**src/hdl/llsc_pkg.sv**
```systemverilog
package llsc_pkg;

   // ---------------------------------------------
   // Register map
   // ---------------------------------------------
   localparam int          ADDR_W      = 4;
   localparam int          DATA_W      = 16;
   localparam int          DI_N        = 5;
   localparam logic [3:0]  OFS_LOCK    = 4'h0;
   localparam logic [3:0]  OFS_SET     = 4'h1;
   localparam logic [3:0]  OFS_COMMIT  = 4'h2;
   localparam logic [3:0]  OFS_STATUS  = 4'h3;
   localparam logic [3:0]  OFS_PROFILE = 4'h4;

   // ---------------------------------------------
   // Source codes (signed, two's complement)
   // ---------------------------------------------
   localparam logic [7:0]  LOCK_NONE   = 8'h00;
   localparam logic [7:0]  LOCK_ON     = 8'h07;
   localparam logic [7:0]  LOCK_FB     = 8'h08;
   localparam logic [7:0]  POS_LO      = 8'h01;
   localparam logic [7:0]  POS_HI      = 8'h05;
   localparam logic [7:0]  NEG_LO      = 8'hFB;
   localparam logic [7:0]  NEG_HI      = 8'hFF;
   localparam logic [7:0]  PAIR_LO     = 8'hF6;
   localparam logic [7:0]  PAIR_HI     = 8'hF9;
   localparam int          FB_LOCK_BIT = 14;

   // ---------------------------------------------
   // Reset values
   // ---------------------------------------------
   localparam logic [7:0]  RST_LOCK    = 8'h00;
   localparam logic [7:0]  RST_SET     = 8'h00;
   localparam logic        RST_NATIVE  = 1'b1;
   localparam logic [1:0]  SET_ONE     = 2'h0;
   localparam logic [1:0]  SET_TWO     = 2'h1;

   typedef enum logic [1:0] {
      CM_IDLE  = 2'b00,
      CM_START = 2'b01,
      CM_WAIT  = 2'b10
   } llsc_commit_type;

   typedef struct packed {
      logic [DI_N-1:0]   s1;
      logic [DI_N-1:0]   s2;
      logic [DI_N-1:0]   s3;
      logic [7:0]        lock_src;
      logic [7:0]        set_src;
      logic              native;
      logic              lock;
      logic              local_mode;
      logic [1:0]        pset;
      logic              pload;
      llsc_commit_type   cstate;
      logic              nv_start;
      logic [DATA_W-1:0] rdata;
   } llsc_state_type;

   typedef struct packed {
      logic              param_change;
      logic              from_panel;
      logic              macro;
   } llsc_change_type;

   // ---------------------------------------------
   // Code decoding
   // ---------------------------------------------
   function automatic logic is_pos(input logic [7:0] c);
      return (c >= POS_LO) && (c <= POS_HI);
   endfunction

   function automatic logic is_neg(input logic [7:0] c);
      return (c >= NEG_LO) && (c <= NEG_HI);
   endfunction

   function automatic logic is_pair(input logic [7:0] c);
      return (c >= PAIR_LO) && (c <= PAIR_HI);
   endfunction

   // Input n for code +n or -n
   function automatic logic pick(input logic [4:0] v,
                                 input logic [7:0] c);
      logic [7:0] m;
      m = c[7] ? 8'(-c) : c;
      return v[3'(m[2:0] - 3'h1)];
   endfunction

   // Inverted pair: low = active; first input is bit 0
   function automatic logic [1:0] pair_set(input logic [7:0] c,
                                           input logic [4:0] v);
      logic [2:0] k;
      k = 3'(PAIR_HI - c);
      return {~v[3'(k + 3'h1)], ~v[k]};
   endfunction

endpackage

```
**src/hdl/llsc_top.sv**
```systemverilog
`timescale 1ns/10ps

// Contract
// - Inverted pair codes -7..-10 select user set
// - Inverted input fall loads set 2, rise 1
// - Lock active refuses entering local mode
// - Code 0 never asserts the lock
// - Codes 1..5: rise sets, fall clears
// - Code 7 holds lock permanently on
// - Code 8 takes fieldbus word bit 14
// - Fieldbus source only under native profile
// - Codes -1..-5: inverted rise clears, fall sets
// - Commit write 1 saves; reads 1 while busy
// - Panel macro change commits; fieldbus change not
module llsc_top
   import llsc_pkg::*;
(
   // Clock and reset
   input  wire logic              sys_clk,
   input  wire logic              rst,
   // Register port
   input  wire logic [ADDR_W-1:0] addr,
   input  wire logic [DATA_W-1:0] wdata,
   input  wire logic              wr,
   input  wire logic              rd,
   output      logic [DATA_W-1:0] rdata,
   // Terminals and panel
   input  wire logic [DI_N-1:0]   digital_input,
   input  wire logic              local_remote_key,
   // Fieldbus
   input  wire logic [15:0]       fieldbus_command_word_one,
   // Parameter change report
   input  wire llsc_change_type   change,
   // Nonvolatile memory
   output      logic              nv_start,
   input  wire logic              nv_done,
   // Status
   output      logic              local_lock,
   output      logic              local_mode,
   output      logic [1:0]        param_set,
   output      logic              param_load
);

   llsc_state_type st;
   llsc_state_type next_st;

   logic [DI_N-1:0] rise;
   logic [DI_N-1:0] fall;
   logic            commit_wr;
   logic            auto_commit;

   // ---------------------------------------------
   // Edge detection
   // ---------------------------------------------
   // s1 feeds only s2; edges look at s2 against s3
   assign rise = st.s2 & ~st.s3;
   assign fall = ~st.s2 & st.s3;

   assign commit_wr = wr && (addr == OFS_COMMIT) && wdata[0];
   assign auto_commit = change.param_change
                        && change.from_panel && change.macro;

   // ---------------------------------------------
   // Next state
   // ---------------------------------------------
   always_comb begin
      next_st          = st;
      next_st.s1       = digital_input;
      next_st.s2       = st.s1;
      next_st.s3       = st.s2;
      next_st.pload    = 1'b0;
      next_st.nv_start = 1'b0;
      next_st.rdata    = '0;

      // Register writes
      if (wr) begin
         unique case (addr)
            OFS_LOCK:    next_st.lock_src = wdata[7:0];
            OFS_SET:     next_st.set_src  = wdata[7:0];
            OFS_PROFILE: next_st.native   = wdata[0];
            default:     ;
         endcase
      end

      // Register reads
      if (rd) begin
         unique case (addr)
            OFS_LOCK:    next_st.rdata = {8'h00, st.lock_src};
            OFS_SET:     next_st.rdata = {8'h00, st.set_src};
            OFS_COMMIT:  next_st.rdata = {15'h0000, st.cstate != CM_IDLE};
            OFS_STATUS:  next_st.rdata = {12'h000, st.pset,
                                          st.local_mode, st.lock};
            OFS_PROFILE: next_st.rdata = {15'h0000, st.native};
            default:     next_st.rdata = '0;
         endcase
      end

      // Lock source
      if (st.lock_src == LOCK_ON) begin
         next_st.lock = 1'b1;
      end else if (st.lock_src == LOCK_FB) begin
         // Other profiles ignore the fieldbus bit
         next_st.lock = st.native
                        && fieldbus_command_word_one[FB_LOCK_BIT];
      end else if (is_pos(st.lock_src)) begin
         if (pick(rise, st.lock_src)) begin
            next_st.lock = 1'b1;
         end else if (pick(fall, st.lock_src)) begin
            next_st.lock = 1'b0;
         end
      end else if (is_neg(st.lock_src)) begin
         // Inverted falls when raw rises
         if (pick(rise, st.lock_src)) begin
            next_st.lock = 1'b1;
         end else if (pick(fall, st.lock_src)) begin
            next_st.lock = 1'b0;
         end
      end else begin
         // Code 0 and unused codes leave local control free
         next_st.lock = 1'b0;
      end

      // Panel key; leaving local mode is always allowed
      if (local_remote_key) begin
         if (st.local_mode) begin
            next_st.local_mode = 1'b0;
         end else if (!st.lock) begin
            next_st.local_mode = 1'b1;
         end
      end

      // User parameter set
      if (is_neg(st.set_src)) begin
         if (pick(rise, st.set_src)) begin
            next_st.pset = SET_TWO;
         end else if (pick(fall, st.set_src)) begin
            next_st.pset = SET_ONE;
         end
      end else if (is_pair(st.set_src)) begin
         next_st.pset = pair_set(st.set_src, st.s2);
      end
      next_st.pload = (next_st.pset != st.pset);

      // Commit sequencer; requests while busy are dropped
      unique case (st.cstate)
         CM_IDLE: begin
            if (commit_wr || auto_commit) begin
               next_st.cstate = CM_START;
            end
         end
         CM_START: begin
            next_st.nv_start = 1'b1;
            next_st.cstate   = CM_WAIT;
         end
         CM_WAIT: begin
            if (nv_done) begin
               next_st.cstate = CM_IDLE;
            end
         end
         default: next_st.cstate = CM_IDLE;
      endcase
   end

   // ---------------------------------------------
   // State register
   // ---------------------------------------------
   always_ff @(posedge sys_clk or posedge rst) begin
      if (rst) begin
         st            <= '0;
         st.lock_src   <= RST_LOCK;
         st.set_src    <= RST_SET;
         st.native     <= RST_NATIVE;
         st.pset       <= SET_ONE;
         st.cstate     <= CM_IDLE;
      end else begin
         st <= next_st;
      end
   end

   assign rdata      = st.rdata;
   assign nv_start   = st.nv_start;
   assign local_lock = st.lock;
   assign local_mode = st.local_mode;
   assign param_set  = st.pset;
   assign param_load = st.pload;
endmodule

```
**config.mk**
```make
export PLATFORM = sky130hd
export DESIGN_NAME = llsc_top
export DESIGN_NICKNAME = d
export VERILOG_FILES = /design/src/hdl/llsc_pkg.sv /design/src/hdl/llsc_top.sv
export SDC_FILE = /design/constraint.sdc
export NUM_CORES = 1
export LEC_CHECK = 0
export BUFFER_PORTS_ARGS = -buffer_cell sky130_fd_sc_hd__buf_2
export CORE_ASPECT_RATIO = 0.9
export CORE_MARGIN = 2
export CORE_UTILIZATION = 58
export CTS_BUF_LIST = sky130_fd_sc_hd__clkbuf_4
export CTS_CLUSTER_DIAMETER = 200
export DETAILED_ROUTE_END_ITERATION = 6
export PLACE_DENSITY_LB_ADDON = 0.15
export SLEW_MARGIN = 20
export SYNTH_ARGS = -nofsm -noshare
export SYNTH_HDL_FRONTEND = slang
export SYNTH_SLANG_ARGS = --single-unit
export TNS_END_PERCENT = 30
```
**constraint.sdc**
```tcl
create_clock -name sys_clk -period 3.3 [get_ports sys_clk]
set_clock_uncertainty 0.15 [all_clocks]
set_input_delay 0.33 -clock sys_clk [delete_from_list [all_inputs] [get_ports sys_clk]]
set_output_delay 0.33 -clock sys_clk [all_outputs]
set_load 0.02 [all_outputs]
```
==> summary.md <==
| Metric | Value |
|---|---|
| Fin nets | 335 |
| Hold Slack | 0.00131 ns |
| HP Class | in -> async |
| N_diodes | 0 |
| Layout Cells excl Fill | 339 |
| Synth Instances | 242 |
| Core Footprint | 4400 sq um |
| Area Growth Syn to Fin | 9.35% |
| Synth warnings | 0 |
| Arrival @ worst endpoint | 2.69 ns |
| Critical path, cell by cell | inv_1, ha_1, o21ai_0, o211ai_1, a32oi_2, o22ai_1, o22ai_1, o211ai_1 |
| H-tree level count | 2 |
| I/O pin count | 72 |
| Final setup TNS | 0 ns |
| RSZ-0062 raised after global routing | false |
| Clk sink count | 48 |
| Syn_area_per_cell | 10.9 sq um |
| Critical path's slowest cell | dfrtp_1 |
| Num CTS Buffers | 5 |
| R2R depth | 8 |
| Routed WL | 4720 um |
| Number of vias per cell | 5.42 |
| CTS root buffer | clkbuf_4 |
| CP Class | reg -> reg |
| Max Slew Vio Count | 0 |
| CTS Hold Bufs | 7 |
| Register area share after synthesis | 45.6% |
| Critical path endpoint category | flop |
| R2r setup slk | 0.72 ns |
| Placed Instances | 324 |
| # port buffers | 40 |
| Largest stage delay on the critical path | 0.74 ns |
| Chip Width | 75.1 um |
| Worst Tran Pin Value | 0.939 ns |
| Count of different cell masters after synthesis | 50 |
| CTS tree | yes |
| Max-Cap Viols | 0 |
| RR Endpoint | param_load |
| Routed vias | 1837 |
| Relative slew slack | 37.3% |
| Rows | 23 |
| TritonRoute pass-1 iters | 4 |
| Leakage | 1.34 nW |
| Multi-input logic area | 1240 sq um |
| Clock tree buffer depth | 2 |
| Antenna-violating nets left | 0 |
| CP max FO | 20 |
| DIE AREA | 5100 sq um |
| Total gr overflow | 0 |
| Cell area power density | 555 nW/um^2 |
| Min Tclk post-route | 2.58 ns |
| Final setup viols | 0 |
| Drt drc | 0 |
| Reg area | 1200 sq um |
| Main synth FF type | dfrtp_1 |
| DP Wirelength | 3460 um |
| Place WS | 0.717 ns |
| Largest net degree at the start of global routing | 49 |
| Vias in the first global route | 1593 |
| FILL cells | 375 |
| Number of synthesized flops with an enable pin | 0 |
| Initial DRC count | 42 |
| Final Cycle Share | 78.1% |
| Worst r2r src | st[25] |
| CTS resizes | 0 |
| Cell area after synthesis | 2640 sq um |
| Placer congestion estimate | 0.774 |
| Starting Density | 59.8% |
| Critical path data required time | 3.41 ns |
| Clock transition at the registers of the reported paths | 0.14 ns |
| Worst setup margin | 0.722 ns |
| Ys async rst share | 100% |
| Die H | 67.9 um |
| Initial antenna violation count | 0 |
| Worst vdd ir | 0.428 mV |
| Final hold viol count | 0 |
| Gr usage total | 19.9% |
| Status | complete, no violations |
| Ratio of cells with drive above 1 in the final layout | 28.5% |
| Startpoint Class | flop |
| Clock latency on the worst-skew pair | 0.37 ns |
| WL per Instance | 13.9 um |
| Achievable frequency | 388 MHz |
| Global-route wire length before repair | 7560 um |
| Synth Register Bits | 48 |
| Total setup buffers inserted after CTS | 0 |
## metal layers
metal	routed length (um)	vias to the layer above	GRT usage, %
li1	-	894	-
met4	62	0	6.03
met1	2320	884	28.8
met2	2100	51	29.9
met5	0	-	0
met3	236	8	4.42
## flip-flops by register name (all words and copies together), names as in the netlist
signal      cells
st             24
next_st        10
rdata           8
param_set       2
local_lock      1
local_mode      1
nv_start        1
param_load      1
## how the worst max path moves through the flow
stage / from / endpoint / slack [ns]
finish: st[25] / param_load / 0.72
global placement: st[25] / param_load / 0.77
detailed placement: st[25] / param_load / 0.72
floorplan: st[33] / local_lock / 1.13
global route: st[25] / param_load / 0.47
CTS: st[25] / param_load / 0.69
## power breakdown
| part | total, W | switching [W] | internal (W) |
|---|---|---|---|
| clock | 0.000274 | 0.000192 | 0.0000822 |
| sequential | 0.000788 | 0.000118 | 0.000669 |
| combinational | 0.000537 | 0.000270 | 0.000267 |
| total | 0.00160 | 0.000580 | 0.00102 |
## worst max-delay path: cells and delay by family, from the launching register on
| family | cells | cell delay (ns) |
|---|---|---|
| compound gates | 6 | 1.09 |
| flops | 1 | 0.74 |
| fa+ha+maj | 1 | 0.31 |
| buf+inv | 1 | 0.18 |
## Yosys cell counts (2+ instances only)
library cell	instances	share of area [%]
o21a_1	2	0.57
o211ai_1	5	1.4
nand2_1	11	1.6
ha_1	9	4.3
nand3b_1	9	2.6
dfrtp_1	47	45
nor2_1	20	2.8
mux2i_1	14	5.3
nand3_1	6	1.1
mux4_2	2	1.7
mux2_2	18	7.7
xnor2_1	5	1.7
buf_4	19	5.4
o21ai_0	9	1.7
nand2b_1	4	0.95
clkbuf_1	2	0.29
o22ai_1	5	1.2
a21oi_1	4	0.76
buf_2	6	1.1
nor3_1	3	0.57
nor2b_1	4	0.95
inv_1	6	0.85
a31oi_1	5	1.2
## metrics by stage
stage / total power, W / util, % / instance area (sq um)
finish: 0.00160 / 65.4 / 2880
CTS: 0.00161 / 65.4 / 2880
detailed placement: 0.00133 / 62.6 / 2760
floorplan: 0.00124 / - / 2660
global route: 0.00171 / 65.4 / 2880
global placement: 0.00132 / 62.6 / 2760
## logic make-up (layout without fill, tap and decap cells)
family                   count (synthesis)  in the layout  synth area share, %
flip-flops                              48             48                 45.6
buffers and inverters                   34             62                 8.12
other                                    1              8                0.142
adder cells (fa/ha/maj)                  9              9                 4.27
AO/OA/AOI/OAI                           43             43                 11.5
XOR/XNOR                                 6              6                 1.99
AND/OR/NAND/NOR                         67             67                 13.6
multiplexers                            34             34                 14.7
## cell type report
type,count,share of cell area [%]
inverters,6,0.782
well taps,62,2.69
flip-flops and latches,48,41.7
multi-input cells,167,43.2
repair buffers,48,9.64
clock inverters,3,0.651
clock buffers,5,1.30
## cells in the final DEF, fill, tap and decap left out, types with 2 or more instances in the layout
cell	netlist	routed
dfrtp_1	47	47
buf_2	6	40
nor2_1	20	20
mux2_2	18	18
mux2i_1	14	14
nand2_1	11	11
nand3b_1	9	9
o21ai_0	9	9
ha_1	9	9
conb_1	1	8
dlygate4sd3_1	0	7
nand3_1	6	6
inv_1	6	5
o211ai_1	5	5
o22ai_1	5	5
xnor2_1	5	5
a31oi_1	5	5
clkbuf_4	0	5
nor2b_1	4	4
nand2b_1	4	4
a21oi_1	4	4
nor3_1	3	3
o21a_1	2	2
mux4_2	2	2
clkinv_2	0	2
(Power assumes the default switching activity.)
